==> config.mk <==
export PLATFORM = sky130hd
export DESIGN_NAME = psis_input_status
export DESIGN_NICKNAME = d
export VERILOG_FILES = /design/src/verilog/psis_pkg.sv /design/src/verilog/psis_input_status.sv
export SDC_FILE = /design/constraint.sdc
export NUM_CORES = 1
export LEC_CHECK = 0
export ABC_CLOCK_PERIOD_IN_PS = 1900
export BUFFER_PORTS_ARGS = -buffer_cell sky130_fd_sc_hd__buf_2
export CELL_PAD_IN_SITES_DETAIL_PLACEMENT = 0
export CELL_PAD_IN_SITES_GLOBAL_PLACEMENT = 1
export CORE_MARGIN = 5
export CORE_UTILIZATION = 26
export DETAILED_ROUTE_END_ITERATION = 8
export PLACE_DENSITY = 0.87
export SLEW_MARGIN = 20
export SYNTH_ARGS = -nofsm -noshare
export SYNTH_HDL_FRONTEND = slang
export SYNTH_SLANG_ARGS = --single-unit
==> constraint.sdc <==
create_clock -name clk -period 1.9 [get_ports clk]
set_input_delay 0.19 -clock clk [delete_from_list [all_inputs] [get_ports clk]]
set_output_delay 0.19 -clock clk [all_outputs]
set_load 0.005 [all_outputs]
==> src/verilog/psis_pkg.sv <==
package psis_pkg;
  localparam logic [13:0] STAT_IDX = 14'h0F55;
  localparam logic [13:0] IRQ_STAT_IDX = 14'h0F56;
  localparam logic [13:0] IRQ_MASK_IDX = 14'h0F57;
  localparam int ALL_FULL_BIT = 7;
  localparam int OVF_BIT = 6;
  localparam logic [7:0] STAT_RESET = 8'h00;
  localparam logic [1:0] IRQ_RESET = 2'h0;
  localparam int IRQ_OVF_BIT = 0;
  localparam int IRQ_FULL_BIT = 1;
  localparam logic [1:0] RESP_OKAY = 2'h0;
  localparam logic [1:0] RESP_SLVERR = 2'h2;

  typedef struct packed {
    logic awvalid;
    logic [15:0] awaddr;
    logic wvalid;
    logic [31:0] wdata;
    logic [3:0] wstrb;
    logic bready;
    logic arvalid;
    logic [15:0] araddr;
    logic rready;
  } psis_axi_req_s;

  typedef struct packed {
    logic awready;
    logic wready;
    logic bvalid;
    logic [1:0] bresp;
    logic arready;
    logic rvalid;
    logic [31:0] rdata;
    logic [1:0] rresp;
  } psis_axi_rsp_s;

  typedef struct packed {
    psis_axi_rsp_s rsp;
    logic [3:0] full;
    logic ovf;
    logic allFull;
    logic [1:0] irqStat;
    logic [1:0] irqMask;
    logic irq;
  } psis_state_s;
endpackage : psis_pkg
==> src/verilog/psis_input_status.sv <==
// Function
// - bit 7 high when all four full
// - write to full buffer sets bit 6, unless that buffer is also read in the same cycle
// - overflow stays until software writes zero
// - per-buffer full flags, cleared by read
// - bits 5 and 4 read zero
`timescale 1ns/1ps
module psis_input_status (
  input wire logic clk,
  input wire logic rst,
  input wire logic ce,
  input wire psis_pkg::psis_axi_req_s axiReq,
  output psis_pkg::psis_axi_rsp_s axiRsp,
  input wire logic hostWrite,
  input wire logic [1:0] hostWriteSlot,
  input wire logic swRead,
  input wire logic [1:0] swReadSlot,
  output logic [3:0] inputSlotFull,
  output logic allInputsFull,
  output logic inputOverflowFlag,
  output logic irq
);

  function automatic logic [3:0] slotDecode(input logic en, input logic [1:0] slot);
    slotDecode = en ? (4'h1 << slot) : 4'h0;
  endfunction : slotDecode

  psis_pkg::psis_state_s s_q;
  psis_pkg::psis_state_s s_d;

  logic [3:0] hostHit;
  logic [3:0] swHit;
  logic ovfEvt;
  logic wrTake;
  logic ovfClear;
  logic [13:0] wIdx;
  logic [13:0] rIdx;
  logic [7:0] statByte;

  assign wIdx = axiReq.awaddr[15:2];
  assign rIdx = axiReq.araddr[15:2];
  assign wrTake = s_q.rsp.awready;
  // a read in the same cycle frees the slot, so the incoming byte is no overflow
  assign hostHit = slotDecode(hostWrite, hostWriteSlot);
  assign swHit = slotDecode(swRead, swReadSlot);
  assign ovfEvt = |(hostHit & s_q.full & ~swHit);
  assign ovfClear = wrTake && wIdx == psis_pkg::STAT_IDX && axiReq.wstrb[0]
                    && !axiReq.wdata[psis_pkg::OVF_BIT];
  // reserved bits forced low
  assign statByte = {s_q.allFull, s_q.ovf, 2'h0, s_q.full};

  always_comb
  begin
    s_d = s_q;
    s_d.rsp.awready = 1'b0;
    s_d.rsp.wready = 1'b0;
    s_d.rsp.arready = 1'b0;
    if (s_q.rsp.bvalid && axiReq.bready)
    begin
      s_d.rsp.bvalid = 1'b0;
    end
    if (s_q.rsp.rvalid && axiReq.rready)
    begin
      s_d.rsp.rvalid = 1'b0;
    end
    // both channels are taken together, so each must wait for the other
    if (axiReq.awvalid && axiReq.wvalid && !s_q.rsp.bvalid && !s_q.rsp.awready)
    begin
      s_d.rsp.awready = 1'b1;
      s_d.rsp.wready = 1'b1;
    end
    if (axiReq.arvalid && !s_q.rsp.rvalid && !s_q.rsp.arready)
    begin
      s_d.rsp.arready = 1'b1;
    end
    if (wrTake)
    begin
      s_d.rsp.bvalid = 1'b1;
      s_d.rsp.bresp = psis_pkg::RESP_OKAY;
      case (wIdx)
        psis_pkg::STAT_IDX:
        begin
        end
        psis_pkg::IRQ_STAT_IDX:
        begin
          if (axiReq.wstrb[0])
          begin
            s_d.irqStat = s_q.irqStat & ~axiReq.wdata[1:0];
          end
        end
        psis_pkg::IRQ_MASK_IDX:
        begin
          if (axiReq.wstrb[0])
          begin
            s_d.irqMask = axiReq.wdata[1:0];
          end
        end
        default:
        begin
          s_d.rsp.bresp = psis_pkg::RESP_SLVERR;
        end
      endcase
    end
    if (s_q.rsp.arready)
    begin
      s_d.rsp.rvalid = 1'b1;
      s_d.rsp.rresp = psis_pkg::RESP_OKAY;
      case (rIdx)
        psis_pkg::STAT_IDX:
        begin
          s_d.rsp.rdata = {24'h000000, statByte};
        end
        psis_pkg::IRQ_STAT_IDX:
        begin
          s_d.rsp.rdata = {30'h0, s_q.irqStat};
        end
        psis_pkg::IRQ_MASK_IDX:
        begin
          s_d.rsp.rdata = {30'h0, s_q.irqMask};
        end
        default:
        begin
          s_d.rsp.rdata = 32'h00000000;
          s_d.rsp.rresp = psis_pkg::RESP_SLVERR;
        end
      endcase
    end
    s_d.full = (s_q.full & ~swHit) | hostHit;
    // hardware never clears the flag; a new overflow beats a software clear
    if (ovfClear)
    begin
      s_d.ovf = 1'b0;
    end
    if (ovfEvt)
    begin
      s_d.ovf = 1'b1;
    end
    // summary taken from the next flags so it moves in the same cycle
    s_d.allFull = &s_d.full;
    if (ovfEvt)
    begin
      s_d.irqStat[psis_pkg::IRQ_OVF_BIT] = 1'b1;
    end
    if (s_d.allFull && !s_q.allFull)
    begin
      s_d.irqStat[psis_pkg::IRQ_FULL_BIT] = 1'b1;
    end
    s_d.irq = |(s_d.irqStat & s_d.irqMask);
  end

  always_ff @(posedge clk)
  begin
    if (rst)
    begin
      s_q <= '0;
      s_q.full <= psis_pkg::STAT_RESET[3:0];
      s_q.ovf <= psis_pkg::STAT_RESET[psis_pkg::OVF_BIT];
      s_q.allFull <= psis_pkg::STAT_RESET[psis_pkg::ALL_FULL_BIT];
      s_q.irqStat <= psis_pkg::IRQ_RESET;
      s_q.irqMask <= psis_pkg::IRQ_RESET;
    end
    else if (ce)
    begin
      s_q <= s_d;
    end
  end

  assign axiRsp = s_q.rsp;
  assign inputSlotFull = s_q.full;
  assign allInputsFull = s_q.allFull;
  assign inputOverflowFlag = s_q.ovf;
  assign irq = s_q.irq;

  a_summary_and_full: assert property (@(posedge clk) disable iff (rst)
    allInputsFull == (&inputSlotFull))
    else $error("summary flag disagrees with slot flags");

  a_summary_same_cycle: assert property (@(posedge clk) disable iff (rst)
    ce && (&s_d.full) && !allInputsFull |=> allInputsFull)
    else $error("summary flag lagged slot flags");

  a_overflow_set_on: assert property (@(posedge clk) disable iff (rst)
    ce && hostWrite && inputSlotFull[hostWriteSlot]
    && !(swRead && swReadSlot == hostWriteSlot) |=> inputOverflowFlag)
    else $error("overflow not flagged");

  a_overflow_sticky_hold: assert property (@(posedge clk) disable iff (rst)
    inputOverflowFlag && !(ce && ovfClear) |=> inputOverflowFlag)
    else $error("overflow flag dropped by itself");

  a_overflow_sw_clear: assert property (@(posedge clk) disable iff (rst)
    ce && ovfClear && !ovfEvt |=> !inputOverflowFlag)
    else $error("overflow flag not cleared by software");

  a_irq_level_match: assert property (@(posedge clk) disable iff (rst)
    irq == |(s_q.irqStat & s_q.irqMask))
    else $error("interrupt output disagrees with status and mask");

  a_slot_read_clear: assert property (@(posedge clk) disable iff (rst)
    ce && swRead && !(hostWrite && hostWriteSlot == swReadSlot)
    |=> !inputSlotFull[$past(swReadSlot)])
    else $error("slot flag not cleared by read");

  a_slot_write_set: assert property (@(posedge clk) disable iff (rst)
    ce && hostWrite |=> inputSlotFull[$past(hostWriteSlot)])
    else $error("slot flag not set by write");

  a_reserved_read_zero: assert property (@(posedge clk) disable iff (rst)
    ce && s_q.rsp.arready && rIdx == psis_pkg::STAT_IDX |=> axiRsp.rdata[5:4] == 2'h0)
    else $error("reserved status bits not zero");

  a_write_gets_resp: assert property (@(posedge clk) disable iff (rst)
    ce && axiRsp.awready |=> axiRsp.bvalid)
    else $error("write response missing");

  c_overflow_seen: cover property (@(posedge clk) disable iff (rst) $rose(inputOverflowFlag));
  c_all_full_seen: cover property (@(posedge clk) disable iff (rst) $rose(allInputsFull));
  c_irq_raised: cover property (@(posedge clk) disable iff (rst) $rose(irq));
  c_same_slot_pair: cover property (@(posedge clk) disable iff (rst)
    ce && hostWrite && swRead && hostWriteSlot == swReadSlot);
  c_overflow_cleared: cover property (@(posedge clk) disable iff (rst) $fell(inputOverflowFlag));

endmodule : psis_input_status

==> results of run 1 <==
==> area by class of cell <==
class                   instances  area share
well taps                      75     0.05119
repair buffers                 71      0.2020
inverters                       4    0.008191
clock buffers                   4     0.02457
flip-flops and latches         23      0.2512
multi-input cells             145      0.4628
==> worst max-delay path: stages (launching register included) <==
cell	delay (ns)
dfxtp_1	0.43
or4b_1	0.45
o2bb2ai_1	0.17
o311ai_2	0.28
a32o_1	0.21
==> worst min path at each step <==
stage,start,to,slack (ns),depth (start not counted)
2_1_floorplan,rst,allInputsFull,0.26,1
3_3_place_gp,axiRsp[38],axiRsp[38],0.46,2
3_5_place_dp,axiRsp[38],axiRsp[38],0.46,2
4_1_cts,axiReq[18],axiRsp[38],0.20,4
5_1_grt,axiReq[55],wrTake,0.20,3
6_report,axiReq[0],axiRsp[34],0.20,4
==> routing by layer <==
layer,part of all wire,up-vias,track usage,routed length (um)
met2,0.49,61,0.1664,1948
li1,-,734,-,-
met3,0.10,2,0.01787,402
met4,0.0073,0,0.03571,29
met1,0.40,657,0.1124,1584
met5,0,-,0,0
==> kinds of logic after synthesis <==
group | Yosys count | synth area share
muxes | 3 | 0.02055
DFF | 23 | 0.2909
buffers and inverters | 55 | 0.2371
other | 1 | 0.002369
and+or+nand+nor | 76 | 0.2791
AOI/OAI and AO/OA | 38 | 0.1700
==> state kept, by name, summed over array words and instances (netlist names) <==
name and count:
allInputsFull 1, inputOverflowFlag 1, axiRsp 11, wrTake 1, inputSlotFull 4, irq 1, s_q 4
==> power by group through the flow <==
| stage | Sequential, mW | Combinational [mW] | Clock, mW |
|---|---|---|---|
| after global routing | 0.510 | 0.200 | 0.327 |
| after CTS | 0.507 | 0.177 | 0.309 |
| after floorplan | 0.516 | 0.138 | 0 |
| after global placement | 0.519 | 0.172 | 0 |
| final | 0.507 | 0.176 | 0.299 |
| after detailed placement | 0.519 | 0.176 | 0 |
==> layout by cell type, fill, tap and decap left out, drive strengths merged, types with 3 or more instances in the layout <==
cell,count
buf,71
conb,28
dfxtp,23
nor2,18
nand2,14
a21oi,13
nor3,9
nand3,9
a22oi,6
clkbuf,4
inv,3
nor2b,3
and4,3
==> impl_results.md, run 1 <==
* Total grt overflow at 0
* Pwr Total at between 0.9 and 1 mW
* Cell area after layout at 0.001833 sq mm
* Worst setup path end: irq
* Crit path from: inputSlotFull[1]
* CP arrival at 1.80 ns
* Clock slew at reported path FFs at approximately 0.080 ns
* RD Place Congestion at about 0.8
* Core ar. at 0.005921 sq mm
* Final Hold Fails at 0
* Post-DP HPWL at 3.270 mm
* Worst R2R Setup Slack at 0.31 ns
* DRT Pass-1 Iters at 4
* Reg2reg start: inputSlotFull[1]
* Clock sink total at 23
* Post-synth top flop: dfxtp_1
* Antenna Nets Post-Route at 0
* Fillers at 646
* Multi-input gate area at 848.3 sq um
* CP Max Fanout at 5
* Relative slew slack at 0.6118
* Final worst slack at 0.3059 ns
* Peak supply drop at 0.2279 mV
* Syn_area_per_cell at 8.075 sq um
* Row count at 28
* Via Count at 1454
* Port Buffers at between 60 and 70
* Post-Place Cells at 318
* Startpoint Class: flop
* Reg2reg path depth at 4
* Post-CTS Setup Inserts at 0
* Most common cell in the netlist: buf_4
* Total Nets Final at 330
* Drt wl/cell at 12.31 um
* Power per standard cell area at around 540 mW/mm^2
* Die area at 0.007748 sq mm
* Clock power share at 0.305
* Ys Warns at 0
* Slew Limit Fails at 0
* Die Height at slightly below 90 um
* Layout cells sized above 1 at 0.3279
* Tcrit/Tclk final at 0.8390
* Syn Std Cell Area at 0.001583 sq mm
* Initial antenna violation count at 0
* Register area share after synthesis at 0.2909
* Pin count of the biggest net entering global routing at 25
* Setup TNS Final at 0 ns
* Post-cts resize count at 0
* Yosys top cell area share at 0.2909
* Sequential share of power at 0.516
* DP Area at 0.001788 sq mm
* Area Overhead vs Synth at 15.81%
* Max Freq at 0.6273 GHz
* Post-synth EDFFs at 0
* Hold_buf cts at 0
* Critical path type: reg -> reg
* Min-delay worst type: in -> reg
* Final Instance Count excl. Fillers at 322
* Post-synthesis async set-or-reset flop share at 0
* Worst Tran Pin Value at 0.5750 ns
* Cell taking the most area after synthesis: dfxtp_1
* H-tree Lvls at 1
* Worst r2r dst: irq
* Clock Skew at 0.003307 ns
* GRT Total Usage at 0.09411
* Vias in the first global route at 1352
* Root Buffer: clkbuf_8
* Flops & latches, synth at 23
* Initial Util at 0.2673
* First-pass GRT wire length at 5.975 mm
* Unique cell type count in the Yosys netlist at 48
* Top cells by area, synth: dfxtp_1, buf_4, nor2_1
* Clock buffer count from CTS at 3
* CTS tree: done
* Psw at about 0.26 mW
* Top post-synthesis cells by count: buf_4, dfxtp_1, nor2_1
* Status: finished, final reports clean
* Pleak at around 0.83 nW
* Antenna Cells at 0
* Hold_ws at 0.2017 ns
* DR DRC count at 0
* Vias per cell at 4.516
* Final wirelength at around 4 mm
* RSZ-0062 raised after global routing: no
* Initial DRC count at around 180
* Pint at 0.7247 mW
* Setup WS pre-CTS at 0.1189 ns
* Fin util at 0.3096
* I/O pin total at 130
* Fin crit period at 1.594 ns
* Reg area at about 460 sq um
* CP required at between 2 and 2.5 ns
* Chip width at 88.02 um
* Syn Inst Count at 196
* Clock Path Buffers at 2
* # setup viols final at 0
* CP endpoint kind: flop
* Number of max-cap violations at 0
* Combinational fraction of design power at 0.179
* Sw Share at 0.2622
* Worst-skew pair later-pin latency at 0.26 ns
Power figures use the tool's default switching activity.
==> inputs of run 2 (changes only) <==
--- a/config.mk
+++ b/config.mk
@@ -5,14 +5,15 @@
 export SDC_FILE = /design/constraint.sdc
 export NUM_CORES = 1
 export LEC_CHECK = 0
-export ABC_CLOCK_PERIOD_IN_PS = 1900
+export ABC_AREA = 1
+export ABC_CLOCK_PERIOD_IN_PS = 1600
 export BUFFER_PORTS_ARGS = -buffer_cell sky130_fd_sc_hd__buf_2
 export CELL_PAD_IN_SITES_DETAIL_PLACEMENT = 0
 export CELL_PAD_IN_SITES_GLOBAL_PLACEMENT = 1
 export CORE_MARGIN = 5
-export CORE_UTILIZATION = 26
+export CORE_UTILIZATION = 25
 export DETAILED_ROUTE_END_ITERATION = 8
-export PLACE_DENSITY = 0.87
+export PLACE_DENSITY = 0.86
 export SLEW_MARGIN = 20
 export SYNTH_ARGS = -nofsm -noshare
 export SYNTH_HDL_FRONTEND = slang
==> constraint.sdc (replaced) <==
create_clock -name clk -period 1.6 [get_ports clk]
set_input_delay 0.16 -clock clk [delete_from_list [all_inputs] [get_ports clk]]
set_output_delay 0.16 -clock clk [all_outputs]
set_load 0.005 [all_outputs]
==> impl_results.md, run 2 <==
* Status: finished, final reports clean (unchanged)
* Post-synthesis async set-or-reset flop share at 0 (unchanged)
* Clock Path Buffers at 2 (unchanged)
* CP arrival at 1.39 ns (was 1.80 ns)
* Total grt overflow at 0 (unchanged)
* Die Height at 91.31 um (was 88.02 um)
* Critical path type: reg -> reg (unchanged)
* Unique cell type count in the Yosys netlist at 32 (was 48)
* Tcrit/Tclk final at 0.7649 (was 0.8390)
* I/O pin total at 130 (unchanged)
* Most common cell in the netlist: buf_4 (unchanged)
* Post-cts resize count at 0 (unchanged)
* Number of max-cap violations at 0 (unchanged)
* Clock buffer count from CTS at 3 (unchanged)
* Grt met3 use at 0.02645 (was 0.01787)
* Final Hold Fails at 0 (unchanged)
* RSZ-0062 raised after global routing: no (unchanged)
* Hold_buf cts at 0 (unchanged)
* Peak supply drop at 0.2826 mV (was 0.2279 mV)
* Top post-synthesis cells by count: buf_4, nand2_1, nand3_1 (was buf_4, dfxtp_1, nor2_1)
* Area Overhead vs Synth at 12.49% (was 15.81%)
* Setup TNS Final at 0 ns (unchanged)
* Core ar. at 0.006386 sq mm (was 0.005921 sq mm)
* Chip width at 91.31 um (was 88.02 um)
* Initial Util at 0.2588 (was 0.2673)
* Drt wl/cell at 10.92 um (was 12.31 um)
* Most Crowded Layer GR: met2 (unchanged)
* Max Freq at 0.8171 GHz (was 0.6273 GHz)
* Worst-skew pair later-pin latency at 0.26 ns (about the same)
* Commonest non-fill, non-tap cells in the layout: buf_2, nand2_1, nand3_1 (was buf_2, conb_1, dfxtp_1)
* Initial antenna violation count at 0 (unchanged)
* Min-delay worst type: in -> reg (unchanged)
* Pleak at 1.003 nW (was 0.8288 nW)
* H-tree Lvls at 1 (unchanged)
* Die area at 0.008338 sq mm (was 0.007748 sq mm)
* Syn Inst Count at 244 (was 196)
* CTS tree: done (unchanged)
* Root Buffer: clkbuf_8 (unchanged)
* Vias in the first global route at 1486 (was 1352)
* Hold_ws at 0.1459 ns (was 0.2017 ns)
* Post-synth EDFFs at 0 (unchanged)
* Via Count at 1509 (was 1454)
* Register area share after synthesis at 0.2786 (was 0.2909)
* # setup viols final at 0 (unchanged)
* CP required at 1.76 ns (was 2.10 ns)
* Clock slew at reported path FFs at 0.08 ns (about the same)
* Max reg flops at 11 (unchanged)
* Pwr Total at 1.200 mW (was 0.9821 mW)
* Post-DP HPWL at 3.391 mm (was 3.270 mm)
* Power per standard cell area at 645.1 mW/mm^2 (was 535.8 mW/mm^2)
* GRT Total Usage at 0.09182 (was 0.09411)
* Cell taking the most area after synthesis: dfxtp_1 (unchanged)
* Final wirelength at 4.030 mm (was 3.965 mm)
* Yosys top cell area share at 0.2786 (was 0.2909)
* Clock sink total at 23 (unchanged)
* CP Max Fanout at 5 (unchanged)
* Fillers at 732 (was 646)
* Layout cells sized above 1 at 0.2842 (was 0.3279)
* Syn Std Cell Area at 0.001653 sq mm (was 0.001583 sq mm)
* Clock Skew at 0.001680 ns (was 0.003307 ns)
* Post-CTS Setup Inserts at 0 (unchanged)
* RD Place Congestion at 0.8323 (was 0.8079)
* Row count at 29 (was 28)
* Syn_area_per_cell at 6.774 sq um (was 8.075 sq um)
* DR DRC count at 0 (unchanged)
* Fin crit period at 1.224 ns (was 1.594 ns)
* Startpoint Class: flop (unchanged)
* Flops & latches, synth at 23 (unchanged)
* Total Nets Final at 375 (was 330)
* Met1 Use GR at 0.1121 (was 0.1124)
* Initial DRC count at 74 (was 177)
* DRT Pass-1 Iters at 4 (unchanged)
* Antenna Nets Post-Route at 0 (unchanged)
* Pin count of the biggest net entering global routing at 20 (was 25)
* Vias per cell at 4.089 (was 4.516)
* Slew Limit Fails at 0 (unchanged)
* Top cells by area, synth: dfxtp_1, buf_4, nand2_1 (was dfxtp_1, buf_4, nor2_1)
* CP endpoint kind: flop (unchanged)
* Port Buffers at 65 (unchanged)
* Commonest non-fill, non-tap cell in the layout: buf_2 (unchanged)
* Ys Warns at 0 (unchanged)
* Post-synth top flop: dfxtp_1 (unchanged)
* First-pass GRT wire length at 6.437 mm (was 5.975 mm)
* Antenna Cells at 0 (unchanged)
* Met2 GRT Util at 0.1490 (was 0.1664)
-- run 2: cell count changes after synthesis, moves of 3 or more --
| cell | before | now |
|---|---|---|
| o21ai_1 | 0 | 3 |
| nand2_1 | 14 | 44 |
| nand3_1 | 8 | 30 |
| a22oi_1 | 6 | 0 |
| clkbuf_1 | 5 | 2 |
| o21ai_0 | 2 | 6 |
| nor2b_1 | 3 | 0 |
| nor2_1 | 18 | 29 |
| nor2_2 | 0 | 3 |
| nor3_1 | 9 | 1 |
| inv_1 | 3 | 22 |
| inv_2 | 0 | 3 |
-- run 2: cell type report --
cell class              count  area (sq um)  share of cell area
clock buffers               3         41.29             0.02221
clock inverters             1         5.005            0.002692
inverters                  25         93.84             0.05047
multi-input cells         173         822.0              0.4421
flip-flops and latches     23         460.4              0.2476
well taps                  77         96.34             0.05182
repair buffers             67         340.3              0.1830
-- run 2: cell families after synthesis --
logic type / share of synthesized area
other: 0.002269
buffers and inverters: 0.2854
AO/OA/AOI/OAI: 0.1022
flip-flops: 0.2786
AND/OR/NAND/NOR: 0.3316
-- run 2: power by group --
part / internal (mW) / leakage (nW) / switching (mW)
sequential: 0.596 / 0.188 / 0.0208
combinational: 0.0923 / 0.790 / 0.131
clock: 0.174 / 0.0255 / 0.185
total: 0.862 / 1.00 / 0.337
-- run 2: per-layer routing --
layer  wire, um  vias up
met2       1889       50
met1       1782      649
li1           -      806
met5          0        -
met4         58        0
met3        299        4
-- run 2: worst paths after layout --
path	slack [ns]	endpoint	cells after the start	startpoint
max	0.38	s_q[4]	7	wrTake
min	0.15	wrTake	3	axiReq[72]
max reg2reg	0.38	s_q[4]	7	wrTake
min reg2reg	0.47	axiRsp[9]	2	axiRsp[9]
-- run 2: worst max-delay path: stages, from the launching register on --
cell and delay (ns):
dfxtp_1 0.40, nand2_1 0.14, nor2_1 0.17, nand3_1 0.11, nand2_1 0.08, nand3_1 0.09, o211ai_1 0.09, inv_1 0.05
-- run 2: stage by stage --
step	cell area (sq um)	std cells	setup WS [ns]	utilization
after global routing	1859	369	0.2597	0.2911
after global placement	1813	365	0.3755	0.2839
after floorplan	1754	271	0.5603	-
final	1859	369	0.3761	0.2911
after CTS	1859	369	0.3729	0.2911
after detailed placement	1813	365	0.3659	0.2839
